## config.mk

```make
export PLATFORM = sky130hd
export DESIGN_NAME = mode_and_memory_map_control
export DESIGN_NICKNAME = d
export VERILOG_FILES = /design/src/rtl/mode_map_pkg.sv /design/src/rtl/mode_and_memory_map_control.sv
export SDC_FILE = /design/constraint.sdc
export NUM_CORES = 1
export LEC_CHECK = 0
export BUFFER_PORTS_ARGS = -buffer_cell sky130_fd_sc_hd__buf_2
export CAP_MARGIN = 20
export CORE_MARGIN = 2
export CORE_UTILIZATION = 50
export CTS_BUF_LIST = sky130_fd_sc_hd__clkbuf_4
export CTS_CLUSTER_DIAMETER = 50
export DETAILED_ROUTE_END_ITERATION = 12
export MAX_ROUTING_LAYER = met4
export PLACE_DENSITY = 0.78
export SLEW_MARGIN = 5
export SYNTH_ARGS = -nofsm -noshare
export SYNTH_HDL_FRONTEND = slang
export SYNTH_SLANG_ARGS = --single-unit
```

## constraint.sdc

```tcl
create_clock -name clk -period 2 [get_ports clk]
set_clock_uncertainty 0.05 [all_clocks]
set_input_delay 0.3 -clock clk [delete_from_list [all_inputs] [get_ports clk]]
set_output_delay 0.3 -clock clk [all_outputs]
set_load 0.01 [all_outputs]
```

## src/rtl/mode_map_pkg.sv

```systemverilog
`default_nettype none
package mode_map_pkg;
   // ------------------------------------------------------------
   // Register map (low six bits select within the block)
   // ------------------------------------------------------------
   localparam logic [15:0] ADDR_MODE_PRIO = 16'h103C;
   localparam logic [15:0] ADDR_MAP_POS = 16'h103D;
   localparam logic [15:0] ADDR_TEST_CTL = 16'h103E;
   localparam logic [15:0] ADDR_MEM_CFG = 16'h103F;
   localparam logic [7:0] MAP_POS_RESET = 8'h01;
   localparam logic [3:0] PSEL_RESET = 4'h5;
   localparam logic [7:0] TEST_WR_MASK = 8'hBF;
   localparam int BIT_DISABLE_RST = 3;
   localparam int BIT_SECURITY_DISABLE = 3;
   localparam int BIT_NOWD = 2;
   localparam int BIT_ROM_EN = 1;
   localparam int BIT_EE_EN = 0;
   // ------------------------------------------------------------
   // Memory map
   // ------------------------------------------------------------
   localparam logic [11:0] REG_SPAN_MASK = 12'h03F;
   localparam logic [11:0] RAM_SPAN_MASK = 12'h1FF;
   localparam logic [15:0] EE_LO = 16'hB600;
   localparam logic [15:0] EE_HI = 16'hB7FF;
   localparam logic [15:0] ROM_LO = 16'hC000;
   localparam logic [15:0] BOOT_LO = 16'hBF40;
   localparam logic [15:0] BOOT_HI = 16'hBFFF;
   localparam logic [15:0] VEC_LO = 16'hFFC0;
   localparam logic [15:0] VEC_ALT_LO = 16'hBFC0;
   // ------------------------------------------------------------
   // Modes {pin B, pin A}, timing
   // ------------------------------------------------------------
   localparam logic [1:0] MODE_SINGLE = 2'h2;
   localparam logic [1:0] MODE_EXPANDED = 2'h3;
   localparam logic [1:0] MODE_BOOT = 2'h0;
   localparam logic [1:0] MODE_TEST = 2'h1;
   localparam logic [6:0] MAP_WINDOW_CYCLES = 7'h40;
   localparam logic [1:0] E_DIV_LAST = 2'h3;
   // ------------------------------------------------------------
   // Types
   // ------------------------------------------------------------
   typedef enum logic [2:0] {
      PH_IDLE = 3'b001,
      PH_ADDR = 3'b010,
      PH_DATA = 3'b100
   } busPhase_t;
   typedef struct packed {
      logic hitRegs;
      logic hitRam;
      logic hitBoot;
      logic hitEeprom;
      logic hitRom;
      logic hitExt;
   } memSel_t;
   typedef struct packed {
      logic [7:0] portB;
      logic [7:0] portC;
      logic portCOe;
      logic addrLatchStrobe;
      logic readWrite;
   } extBus_t;
   typedef struct packed {
      logic [1:0] pinS1, pinS2, pinS3, modePins;
      logic bootMap, specialMode, modeA, rdVisE, rdVisEWritten;
      logic [3:0] psel, ramPos, regPos;
      logic mapWritten;
      logic [6:0] cycleCnt;
      logic [7:0] testCtl;
      logic [3:0] memCfg;
      logic [7:0] rdData;
      memSel_t sel;
      logic [15:0] mappedAddr, pendAddr;
      busPhase_t phase;
      logic pendRd, pendInt, pendOwn;
      logic [7:0] pendWrData;
      extBus_t ext;
      logic [1:0] eDiv;
      logic eClk;
   } mapState_t;
endpackage
`default_nettype wire

```

## src/rtl/mode_and_memory_map_control.sv

```systemverilog
`default_nettype none
module mode_and_memory_map_control (
   input wire logic clk,
   input wire logic rst_n,
   input wire logic modePinA,
   input wire logic modePinB,
   input wire logic [15:0] cpuAddr,
   input wire logic [7:0] cpuWrData,
   input wire logic cpuWr,
   input wire logic cpuRd,
   output logic [7:0] cpuRdData,
   input wire logic [7:0] intRdData,
   input wire logic intMaskSet,
   input wire logic [3:0] nvConfig,
   output mode_map_pkg::memSel_t memSel,
   output logic [15:0] mappedAddr,
   output mode_map_pkg::extBus_t extBus,
   output logic eClkPin,
   output logic bootRomEnable,
   output logic romEnable,
   output logic eepromEnable,
   output logic specialMode,
   output logic modeA,
   output logic [3:0] prioSelect,
   output logic [7:0] testCtl,
   output logic watchdogDisable,
   output logic securityDisable
);
   // ------------------------------------------------------------
   // Helpers
   // ------------------------------------------------------------
   // True when an address lies in a block whose 4K page is pos
   function automatic logic inWindow(input logic [15:0] a,
                                     input logic [3:0] pos,
                                     input logic [11:0] spanMask);
      inWindow = (a[15:12] == pos) && ((a[11:0] & ~spanMask) == 12'h000);
   endfunction

   // True when an address selects one of our own registers
   function automatic logic ownReg(input logic [15:0] a,
                                   input logic [15:0] regAddr);
      ownReg = (a[5:0] == regAddr[5:0]);
   endfunction

   mode_map_pkg::mapState_t cur_ff, nxt_ff;
   logic access;
   logic [1:0] pinsNow;
   logic [15:0] effAddr;
   logic inRegs;
   logic [7:0] wd;

   assign access = cpuRd | cpuWr;
   assign wd = cpuWrData;

   // ------------------------------------------------------------
   // Next-state logic
   // ------------------------------------------------------------
   always_comb begin
      nxt_ff = cur_ff;
      // Pin synchroniser: the first stage feeds only the second
      nxt_ff.pinS1 = {modePinB, modePinA};
      nxt_ff.pinS2 = cur_ff.pinS1;
      nxt_ff.pinS3 = cur_ff.pinS2;
      // Mode pins count only once stages two and three agree
      pinsNow = (cur_ff.pinS2 == cur_ff.pinS3) ? cur_ff.pinS3
                                               : cur_ff.modePins;
      // Vectors move down into the bootloader page in special modes
      effAddr = cpuAddr;
      if (cur_ff.specialMode && (cpuAddr >= mode_map_pkg::VEC_LO)) begin
         effAddr = {mode_map_pkg::VEC_ALT_LO[15:6], cpuAddr[5:0]};
      end
      inRegs = inWindow(cpuAddr, cur_ff.regPos,
                        mode_map_pkg::REG_SPAN_MASK);

      if (!rst_n) begin
         // Everything that depends on the mode is loaded from the pins
         nxt_ff.modePins = pinsNow;
         nxt_ff.bootMap = (pinsNow == mode_map_pkg::MODE_BOOT);
         nxt_ff.specialMode = ~pinsNow[1];
         nxt_ff.modeA = pinsNow[0];
         nxt_ff.rdVisE = (pinsNow == mode_map_pkg::MODE_TEST);
         nxt_ff.rdVisEWritten = 1'b0;
         nxt_ff.psel = mode_map_pkg::PSEL_RESET;
         nxt_ff.ramPos = mode_map_pkg::MAP_POS_RESET[7:4];
         nxt_ff.regPos = mode_map_pkg::MAP_POS_RESET[3:0];
         nxt_ff.mapWritten = 1'b0;
         nxt_ff.cycleCnt = 7'h00;
         nxt_ff.testCtl = 8'h00;
         // Disable bit fixed on the way out of a special reset
         nxt_ff.testCtl[mode_map_pkg::BIT_DISABLE_RST] = ~pinsNow[1];
         // Enables follow the nonvolatile copy; ROM is forced on in single-chip mode
         nxt_ff.memCfg = nvConfig;
         if (pinsNow == mode_map_pkg::MODE_SINGLE) begin
            nxt_ff.memCfg[mode_map_pkg::BIT_ROM_EN] = 1'b1;
         end
         nxt_ff.rdData = 8'h00;
         nxt_ff.sel = '0;
         nxt_ff.mappedAddr = 16'h0000;
         nxt_ff.pendAddr = 16'h0000;
         nxt_ff.phase = mode_map_pkg::PH_IDLE;
         nxt_ff.pendRd = 1'b0;
         nxt_ff.pendInt = 1'b0;
         nxt_ff.pendOwn = 1'b0;
         nxt_ff.pendWrData = 8'h00;
         nxt_ff.ext = '0;
         nxt_ff.ext.readWrite = 1'b1;
         nxt_ff.eDiv = 2'h0;
         nxt_ff.eClk = 1'b0;
      end else begin
         // Write window counter saturates so it never wraps open
         if (cur_ff.cycleCnt != mode_map_pkg::MAP_WINDOW_CYCLES) begin
            nxt_ff.cycleCnt = cur_ff.cycleCnt + 7'h01;
         end

         // ---------------- Address decode ----------------
         nxt_ff.sel = '0;
         nxt_ff.rdData = 8'h00;
         if (access) begin
            nxt_ff.mappedAddr = effAddr;
            // Fixed priority: registers, RAM, boot ROM, EEPROM, ROM
            if (inRegs) begin
               nxt_ff.sel.hitRegs = 1'b1;
            end else if (inWindow(cpuAddr, cur_ff.ramPos,
                                  mode_map_pkg::RAM_SPAN_MASK)) begin
               nxt_ff.sel.hitRam = 1'b1;
            end else if (cur_ff.bootMap &&
                         effAddr >= mode_map_pkg::BOOT_LO &&
                         effAddr <= mode_map_pkg::BOOT_HI) begin
               nxt_ff.sel.hitBoot = 1'b1;
            end else if (cur_ff.memCfg[mode_map_pkg::BIT_EE_EN] &&
                         effAddr >= mode_map_pkg::EE_LO &&
                         effAddr <= mode_map_pkg::EE_HI) begin
               nxt_ff.sel.hitEeprom = 1'b1;
            end else if (cur_ff.memCfg[mode_map_pkg::BIT_ROM_EN] &&
                         effAddr >= mode_map_pkg::ROM_LO) begin
               nxt_ff.sel.hitRom = 1'b1;
            end else if (cur_ff.modeA) begin
               nxt_ff.sel.hitExt = 1'b1;
            end
         end

         // ---------------- Register reads ----------------
         if (cpuRd && inRegs) begin
            if (ownReg(cpuAddr, mode_map_pkg::ADDR_MODE_PRIO)) begin
               nxt_ff.rdData = {cur_ff.bootMap, cur_ff.specialMode,
                                cur_ff.modeA, cur_ff.rdVisE, cur_ff.psel};
            end else if (ownReg(cpuAddr, mode_map_pkg::ADDR_MAP_POS)) begin
               nxt_ff.rdData = {cur_ff.ramPos, cur_ff.regPos};
            end else if (ownReg(cpuAddr, mode_map_pkg::ADDR_TEST_CTL)) begin
               nxt_ff.rdData = cur_ff.testCtl;
            end else if (ownReg(cpuAddr, mode_map_pkg::ADDR_MEM_CFG)) begin
               nxt_ff.rdData = {4'h0, cur_ff.memCfg};
            end
         end

         // ---------------- Register writes ----------------
         if (cpuWr && inRegs) begin
            if (ownReg(cpuAddr, mode_map_pkg::ADDR_MODE_PRIO)) begin
               // Mode bits move only while the special bit is set
               if (cur_ff.specialMode) begin
                  nxt_ff.bootMap = wd[7];
                  nxt_ff.specialMode = wd[6];
                  nxt_ff.modeA = wd[5];
               end
               if (!cur_ff.rdVisEWritten) begin
                  nxt_ff.rdVisE = wd[4];
                  nxt_ff.rdVisEWritten = 1'b1;
               end
               // Priority select only while interrupts are masked
               if (intMaskSet) begin
                  nxt_ff.psel = wd[3:0];
               end
            end
            if (ownReg(cpuAddr, mode_map_pkg::ADDR_MAP_POS)) begin
               if (cur_ff.specialMode || (!cur_ff.mapWritten &&
                   cur_ff.cycleCnt < mode_map_pkg::MAP_WINDOW_CYCLES))
               begin
                  nxt_ff.ramPos = wd[7:4];
                  nxt_ff.regPos = wd[3:0];
                  nxt_ff.mapWritten = 1'b1;
               end
            end
            if (ownReg(cpuAddr, mode_map_pkg::ADDR_TEST_CTL) &&
                cur_ff.specialMode) begin
               nxt_ff.testCtl = wd & mode_map_pkg::TEST_WR_MASK;
            end
            if (ownReg(cpuAddr, mode_map_pkg::ADDR_MEM_CFG) &&
                cur_ff.specialMode) begin
               nxt_ff.memCfg = wd[3:0];
            end
         end

         // ---------------- Expansion bus ----------------
         // A new access always wins; a cut data phase is the trade for
         // never stalling the processor.
         if (access && cur_ff.modeA) begin
            nxt_ff.phase = mode_map_pkg::PH_ADDR;
            nxt_ff.pendAddr = effAddr;
            nxt_ff.pendRd = cpuRd;
            nxt_ff.pendWrData = wd;
            nxt_ff.pendOwn = inRegs;
            nxt_ff.pendInt = ~nxt_ff.sel.hitExt;
            nxt_ff.ext.portB = effAddr[15:8];
            nxt_ff.ext.portC = effAddr[7:0];
            nxt_ff.ext.portCOe = 1'b1;
            nxt_ff.ext.addrLatchStrobe = 1'b1;
            nxt_ff.ext.readWrite = cpuRd;
         end else if (cur_ff.phase == mode_map_pkg::PH_ADDR) begin
            nxt_ff.phase = mode_map_pkg::PH_DATA;
            nxt_ff.ext.addrLatchStrobe = 1'b0;
            if (!cur_ff.pendRd) begin
               nxt_ff.ext.portC = cur_ff.pendWrData;
               nxt_ff.ext.portCOe = 1'b1;
            end else if (cur_ff.pendInt && cur_ff.rdVisE) begin
               // Internal read data shown outside
               nxt_ff.ext.portC = cur_ff.pendOwn ? cur_ff.rdData
                                                 : intRdData;
               nxt_ff.ext.portCOe = 1'b1;
            end else begin
               nxt_ff.ext.portCOe = 1'b0;
            end
         end else begin
            // Idle or single-chip: no strobe and port C released
            nxt_ff.phase = mode_map_pkg::PH_IDLE;
            nxt_ff.ext.addrLatchStrobe = 1'b0;
            nxt_ff.ext.portCOe = 1'b0;
            nxt_ff.ext.readWrite = 1'b1;
            if (!cur_ff.modeA) begin
               nxt_ff.ext.portB = 8'h00;
               nxt_ff.ext.portC = 8'h00;
            end
         end

         // ---------------- E clock ----------------
         // E runs at a quarter of clk; held low in single-chip once rdVisE is set
         nxt_ff.eDiv = cur_ff.eDiv + 2'h1;
         nxt_ff.eClk = cur_ff.eDiv[1];
         if (!cur_ff.modeA && cur_ff.rdVisE) begin
            nxt_ff.eClk = 1'b0;
         end
      end
   end

   // ------------------------------------------------------------
   // State register
   // ------------------------------------------------------------
   always_ff @(posedge clk) begin
      cur_ff <= nxt_ff;
   end

   // Outputs come straight from the state register
   assign cpuRdData = cur_ff.rdData;
   assign memSel = cur_ff.sel;
   assign mappedAddr = cur_ff.mappedAddr;
   assign extBus = cur_ff.ext;
   assign eClkPin = cur_ff.eClk;
   assign bootRomEnable = cur_ff.bootMap;
   assign romEnable = cur_ff.memCfg[mode_map_pkg::BIT_ROM_EN];
   assign eepromEnable = cur_ff.memCfg[mode_map_pkg::BIT_EE_EN];
   assign specialMode = cur_ff.specialMode;
   assign modeA = cur_ff.modeA;
   assign prioSelect = cur_ff.psel;
   assign testCtl = cur_ff.testCtl;
   assign watchdogDisable = cur_ff.memCfg[mode_map_pkg::BIT_NOWD];
   assign securityDisable = cur_ff.memCfg[mode_map_pkg::BIT_SECURITY_DISABLE];
endmodule
`default_nettype wire

```

## After elaboration in Yosys (flattened, before gate mapping)

Index checks and enable logic that the tools add are counted.

| storage, ports and cells | value |
|---|---|
| register bits | 126 |
| word-level logic and storage cells | 157 |

| cells by class | value |
|---|---|
| add/subtract/negate cells | 2 |
| order comparisons | 7 |
| equal/unequal tests | 22 |
| multiplexer cells | 47 |
| bitwise gates (word level) | 4 |
| reductions and logical operators | 36 |

Operators with widths:

| cell | number |
|---|---|
| $mux 119 | 1 |
| $ge 16x16->1 const B | 4 |
| $mux 8 | 8 |
| $mux 16 | 3 |
| $mux 22 | 2 |
| $mux 9 | 4 |
| $le 16x16->1 const B | 2 |
| $eq 6x6->1 const B | 4 |
| $logic_not 12->1 | 2 |
| $mux 19 | 1 |
| $mux 18 | 1 |
| $logic_and 1x1->1 | 16 |
| $mux 4 | 4 |
| $reduce_and 2->1 | 8 |
| $ne 2x1->1 const B | 7 |
| $mux 12 | 1 |
| $mux 3 | 4 |
| $reduce_and 3->1 | 4 |
| $mux 1 | 11 |
| $mux 11 | 1 |
| $mux 10 | 1 |
| $eq 4x4->1 | 2 |
| $add 7x1->7 const B | 1 |
| $lt 7x7->1 const B | 1 |
| 18 further kinds | 25 |

## Longest topological paths before layout

Gate-level depths: netlist (run 1).

| logic depth | value |
|---|---|
| depth after elaboration | 15 |
| depth in mapped cells | 6 |
| depth with buffers taken out | 6 |

## Least setup slack after synthesis (run 1)

No wires, ideal clock.

| path | value |
|---|---|
| kind | in2reg |
| start point | input cpuAddr[7] |
| end point | register cur_ff (netlist bit eepromEnable) (enable) |
| arrival time | 1779 ps |
| required time | 1642 ps |
| slack | -137 ps |
| stages on the path | 4 |
| path through | or3_1 or4b_4 nor3_4 a41o_1 |

| between the ends | value |
|---|---|
| word-level cells in the longest chain between the ends | 5 |

Ends and longest elaborated chain:

| item | RTL line | text |
|---|---|---|
| from (decl) | mode_and_memory_map_control.sv:7 | `input wire logic [15:0] cpuAddr,` |
| $logic_not 12->1 | mode_and_memory_map_control.sv:36 | `inWindow = (a[15:12] == pos) && ((a[11:0] & ~spanMask) == 12'h000);` |
| $logic_and 1x1->1 | mode_and_memory_map_control.sv:36 |  |
| $logic_and 1x1->1 | mode_and_memory_map_control.sv:157 | `if (cpuWr && inRegs) begin` |
| $ne 2x1->1 (no source line) | - |  |
| $reduce_and 2->1 (no source line) | - |  |
| to (signal assigned) | mode_and_memory_map_control.sv:248 | `cur_ff <= nxt_ff;` |
| to (decl) | mode_and_memory_map_control.sv:45 | `mode_map_pkg::mapState_t cur_ff, nxt_ff;` |

No other way between the ends.
A chain may end at the register's enable or synchronous reset.

## Final worst setup path (run 1)

| path | value |
|---|---|
| start point | register cur_ff[105] in the netlist's numbering |
| end point | register cur_ff (netlist bit romEnable) (enable) |

| between the ends | value |
|---|---|
| word-level cells in the longest chain between the ends | 5 |

Ends and longest elaborated chain:

| item | RTL line |
|---|---|
| $eq 4x4->1 | mode_and_memory_map_control.sv:36 |
| $logic_and 1x1->1 | mode_and_memory_map_control.sv:36 |
| $logic_and 1x1->1 | mode_and_memory_map_control.sv:157 |
| $ne 2x1->1 (no source line) | - |
| $reduce_and 2->1 (no source line) | - |

No other way between the ends.

==> results of run 1 <==
[stage by stage]
step                setup slack (ns)  cells  power, mW
floorplan                     -0.135    531       2.74
global placement              -0.237    725       2.92
detailed placement            -0.268    725       2.93
CTS                           0.0751    743       3.99
global route                -0.00602    743       4.13
finish                        0.0327    743       3.97
[power groups by stage]
stage	Clock, mW	Sequential [mW]	Combinational [mW]
after global routing	1.17	2.38	0.581
after floorplan	0	2.40	0.337
after CTS	1.09	2.37	0.522
final	1.07	2.37	0.527
after global placement	0	2.41	0.507
after detailed placement	0	2.42	0.518
[worst register-to-register path, stage by stage (launching register included)]
cell and delay (ns):
dfxtp_2 0.36, nor2b_1 0.14, or4b_4 0.52, nor3_4 0.31
a41o_1 0.30
[logic make-up after synthesis]
group,synth area share
simple gates,0.170
flops,0.469
compound gates,0.150
buf+inv,0.125
mux,0.0532
xor+xnor,0.0269
fa+ha+maj,0.00512
other cells,0.000767
[layout by cell type, fill, tap and decap left out, drive strengths merged, types with 9 or more instances in the layout]
| cell type | instances |
|---|---|
| a21oi | 28 |
| a22o | 19 |
| buf | 147 |
| clkbuf | 9 |
| dfxtp | 98 |
| edfxtp | 11 |
| inv | 17 |
| mux2i | 26 |
| nand2 | 49 |
| nand3 | 18 |
| nor2 | 51 |
| nor3 | 23 |
| o21ai | 18 |
[layer usage]
layer,global-route usage,vias up,share of wire
met1,0.309,1916,0.44
li1,-,1954,-
met4,0.0779,0,0.015
met3,0.0386,14,0.065
met5,-,-,0
met2,0.372,178,0.48
[synth_stat cells, types with 2 or more instances]
library cell | count | area share
nor4_1 | 6 | 0.0077
and3_1 | 3 | 0.0038
and2_1 | 6 | 0.0077
dfxtp_1 | 98 | 0.40
buf_4 | 62 | 0.095
nand3_1 | 16 | 0.016
a211oi_1 | 2 | 0.0031
nor3b_1 | 2 | 0.0031
mux2i_1 | 26 | 0.053
or3_1 | 2 | 0.0026
a21oi_1 | 28 | 0.029
nand2b_1 | 3 | 0.0038
nor3_1 | 22 | 0.023
o22ai_1 | 3 | 0.0038
a32o_1 | 4 | 0.0082
clkbuf_1 | 24 | 0.018
edfxtp_1 | 11 | 0.068
nor2_1 | 51 | 0.039
xnor2_1 | 7 | 0.013
o221a_2 | 5 | 0.012
a22o_1 | 19 | 0.034
nand4_1 | 3 | 0.0038
xor2_1 | 8 | 0.014
or2_2 | 2 | 0.0026
inv_1 | 15 | 0.012
nor2b_1 | 2 | 0.0026
a22oi_1 | 5 | 0.0077
a221oi_1 | 8 | 0.014
nand2_1 | 49 | 0.038
o21ai_1 | 6 | 0.0061
a21o_1 | 2 | 0.0031
o21ai_0 | 12 | 0.012
ha_1 | 2 | 0.0051
[final timing paths]
check        cells after the start  slack, ns                     start                          end
min reg2reg                      0       0.30       cur_ff[126]$_DFF_P_          cur_ff[124]$_DFF_P_
min                              2       0.06               cpuAddr[10]  mappedAddr[10]$_SDFFE_PN0P_
max                              4       0.03  cur_ff[105]$_SDFFE_PN0P_          romEnable$_DFFE_PP_
max reg2reg                      4       0.03  cur_ff[105]$_SDFFE_PN0P_          romEnable$_DFFE_PP_
[flip-flops by register name, indices dropped and copies added (netlist names)]
register,count
prioSelect,4
securityDisable,1
cur_ff,42
memSel,6
watchdogDisable,1
eClkPin,1
specialMode,1
extBus,18
eepromEnable,1
bootRomEnable,1
mappedAddr,16
romEnable,1
testCtl,7
modeA,1
cpuRdData,8
[area by class of cell]
class | count | share of cell area
inverter | 15 | 0.0102
tap | 133 | 0.0301
multi-input combinational | 321 | 0.364
sequential | 109 | 0.415
clock buffer | 9 | 0.0122
clock inverter | 7 | 0.0129
timing repair buffer | 149 | 0.156
[repair_timing]
item,CTS,global route
resized for setup,0,5
endpoints found under the hold margin,2,0
hold buffers,2,0
endpoints found under the setup margin,0,7
==> results_dict.tcl, run 1 <==
set metrics [dict create \
    finalInstanceArea_um2 5530 \
    p_per_area_nw_per_um2 717 \
    holdWs_ns 0.0577 \
    hpwl_um 9580 \
    clockRootBuffer "clkbuf_4" \
    grt_pass1_vias 3692 \
    place_area_um2 5350 \
    hold_class "primary input to register" \
    port_buffers 110 \
    finalSetupTns_ns 0 \
    intPower_mw 2.82 \
    combPwrFrac 0.133 \
    utilization 0.573 \
    fillerInstances 883 \
    finalSetupViolCount 0 \
    cp_top_family "simple AND/OR/NAND/NOR gates" \
    ioPinCount 112 \
    grt_max_degree 29 \
    post_cts_buffers 0 \
    p_sw_mw 1.15 \
    cp_max_fo 4 \
    ys_ff_latch 109 \
    max_cap_violations 0 \
    synth_edf_count 11 \
    drive_above_1_share 0.295 \
    slew_viol_final 0 \
    grt_overflow_total 0 \
    grt_first_pass_wirelength_um 18500 \
    worstPathCellList "nor2b_1, or4b_4, nor3_4, a41o_1" \
    clockPowerShare 0.270 \
    cp.arrival_ns 2.07 \
    multi_input_area_um2 2010 \
    route.detailed.drc 0 \
    syn2layout_area_growth_pct 13.0 \
    wire_per_inst_um 16.7 \
    slowest_delay_ns 0.52 \
    required_ns 2.10 \
    vias 4062 \
    critPathKind "register to register" \
    yosys_most_used_dff "dfxtp_1" \
    start_util 0.507 \
    status "finished clean" \
    coreArea_um2 9640 \
    h-tree-depth 3 \
    antenna_found_initial 0 \
    slowest_stage "or4b_4" \
    first_pass_iters 5 \
    insertion_delay_ns 0.45 \
    grt.total_usage 0.236 \
    hold_violations 0 \
    antenna_left 0 \
    fp.dieH_um 103 \
    clockBufferDepth 2 \
    synthDistinctLibCells 50 \
    sequentialPowerShare 0.598 \
    syn-mean-instance-area_um2 9.21 \
    die_w_um 103 \
    clk_pin_slew_worst_paths_ns 0.19 \
    register_area_um2 2290 \
    p_leak_nw 2.45 \
    drtIter0Drc 295 \
    yosysWarningCount 0 \
    clock-sinks 109 \
    switching_share 0.290 \
    peakVddDrop_mv 0.320 \
    fin_crit_ns 1.97 \
    dieArea_um2 10600 \
    yosysSeqAreaShare 0.469 \
    cts_made_buffers 9 \
    fin_crit_sh 0.984 \
    max-slew-margin-rel 0.462 \
    via_per_inst 5.47 \
    synth_nets 576 \
    synthCells 531 \
    crit_buf_inv 0 \
    endpoint_kind "register" \
    fmax_mhz 508 \
    syn_area_um2 4890 \
    nNetsFinal 650 \
    worstSetupStartpointType "register" \
    gp_congestion 0.904 \
    max_slew.worst_pin.slew_ns 0.804 \
    antenna_cells 0 \
    finalWirelength_um 12400 \
    rows 36 \
    synthArstFlopShare 0 \
    cts_tree "yes" \
]
(Power assumes the default switching activity.)
==> run 2, diff against run 1 <==
--- a/config.mk
+++ b/config.mk
@@ -14,6 +14,7 @@
 export DETAILED_ROUTE_END_ITERATION = 12
 export MAX_ROUTING_LAYER = met4
 export PLACE_DENSITY = 0.78
+export RECOVER_POWER = 25
 export SLEW_MARGIN = 5
 export SYNTH_ARGS = -nofsm -noshare
 export SYNTH_HDL_FRONTEND = slang
==> run 2 against run 1 <==
Against the previous run: setup slack improved by 0.0022 ns; flip-flop and latch count unchanged; maximum frequency rose by 0.11%; register-to-register slack hardly changed; first-iteration DRC count up 3.4%; final cell count did not move; combinational power about the same; largest cell class unchanged; utilization decreased by 0.091 points; non-clock buffer count unchanged; largest power group unchanged; via count up 0.22%.
==> results_dict.tcl, run 2 (synthesis results as in run 1) <==
set metrics [dict create \
    slew_viol_final 0 \
    status "finished clean" \
    clk_pin_slew_worst_paths_ns 0.19 \
    required_ns 2.10 \
    final_common_cell "buf_2" \
    max-slew-margin-rel 0.452 \
    peakVddDrop_mv 0.313 \
    fmax_mhz 509 \
    nNetsFinal 650 \
    final_cell_mix "buf_2, dfxtp_1, nor2_1, nand2_1, buf_4" \
    clockBufferDepth 2 \
    syn2layout_area_growth_pct 12.8 \
    drtIter0Drc 305 \
    finalSetupTns_ns 0 \
    rows 36 \
    drive_above_1_share 0.290 \
    dieArea_um2 10600 \
    cts_made_buffers 9 \
    gp_congestion 0.904 \
    max_slew.worst_pin.slew_ns 0.819 \
    ioPinCount 112 \
    finalInstanceArea_um2 5520 \
    hold_class "primary input to register" \
    first_pass_iters 5 \
    clock-sinks 109 \
    fin_cells 743 \
    fin_crit_sh 0.983 \
    clockPowerShare 0.270 \
    die_w_um 103 \
    place_area_um2 5350 \
    hold_violations 0 \
    antenna_cells 0 \
    max_cap_violations 0 \
    p_per_area_nw_per_um2 719 \
    grt_overflow_total 0 \
    largest_register "cur_ff" \
    p_leak_nw 2.44 \
    antenna_left 0 \
    clockRootBuffer "clkbuf_4" \
    dpl.cell_count 725 \
    cp_max_fo 4 \
    switching_share 0.291 \
    worstSetupStartpointType "register" \
    finalSetupViolCount 0 \
    vias 4071 \
    largest_reg_flops 42 \
    r2r_slack_ns 0.03 \
    grt_pass1_vias 3692 \
    cp.arrival_ns 2.07 \
    hpwl_um 9580 \
    hp-start "cpuAddr[10]" \
    fp.dieH_um 103 \
    critPathLaunch "cur_ff[105]$_SDFFE_PN0P_" \
    grt_max_degree 29 \
    cts_tree "yes" \
    wire_per_inst_um 16.7 \
    grt.total_usage 0.236 \
    endpoint_kind "register" \
    fin_crit_ns 1.97 \
    insertion_delay_ns 0.45 \
    via_per_inst 5.48 \
    holdWs_ns 0.0618 \
    timing.rr.start "cur_ff[105]$_SDFFE_PN0P_" \
    finalWirelength_um 12400 \
    post_cts_buffers 0 \
    critPathKind "register to register" \
    antenna_found_initial 0 \
    combPwrFrac 0.132 \
    grt_first_pass_wirelength_um 18500 \
    h-tree-depth 3 \
    start_util 0.507 \
    route.detailed.drc 0 \
    p_sw_mw 1.15 \
    intPower_mw 2.81 \
    coreArea_um2 9640 \
    sequentialPowerShare 0.597 \
    port_buffers 110 \
]
[run 2: cell count changes in the layout (fill, tap and decap cells not counted)]
cell      change
buf_4         -2
clkbuf_1      +3
buf_2         -1
[run 2: worst paths after layout]
kind / to / cells past startpoint
worst max-delay path: romEnable$_DFFE_PP_ / 4
worst min-delay path: mappedAddr[10]$_SDFFE_PN0P_ / 2
worst max register to register: romEnable$_DFFE_PP_ / 4
worst min register to register: cur_ff[124]$_DFF_P_ / 0
[run 2: critical path: stages, from the launching register on]
cell	delay (ns)
dfxtp_2	0.36
nor2b_1	0.14
or4b_4	0.53
nor3_4	0.30
a41o_1	0.30
[run 2: power by group through the flow]
stage	combinational [mW]	clock (mW)	sequential (mW)
3_5_place_dp	0.518	0	2.42
3_3_place_gp	0.507	0	2.41
5_1_grt	0.579	1.17	2.38
6_report	0.525	1.07	2.37
4_1_cts	0.522	1.09	2.37
2_1_floorplan	0.337	0	2.40
[run 2: layer usage]
| layer | up-vias | routed length [µm] | track usage |
|---|---|---|---|
| met5 | - | 0 | - |
| met3 | 20 | 818 | 0.0386 |
| met1 | 1924 | 5500 | 0.309 |
| met2 | 177 | 5860 | 0.372 |
| met4 | 0 | 233 | 0.0779 |
| li1 | 1950 | - | - |
[run 2: final cells by class]
| class | instances | area [µm²] |
|---|---|---|
| fillers | 888 | 4120 |
| flip-flops and latches | 109 | 2290 |
| multi-input cells | 321 | 2010 |
| repair buffers | 149 | 852 |
| well taps | 133 | 166 |
| clock inverters | 7 | 71.3 |
| clock buffers | 9 | 67.6 |
| inverters | 15 | 56.3 |
[run 2: what timing repair did]
action | 4_1_cts | 5_1_grt
gates resized for setup | 0 | 5
hold buffers | 2 | 0
hold endpoints to repair | 2 | 0
endpoints found under the setup margin | 0 | 7
[run 2: per-stage QoR]
stage	power, mW	setup slack [ns]	utilization
after floorplan	2.74	-0.135	-
after detailed placement	2.93	-0.268	0.555
after global placement	2.92	-0.237	0.555
after CTS	3.99	0.0751	0.571
after global routing	4.13	-0.00602	0.573
final	3.97	0.0349	0.573
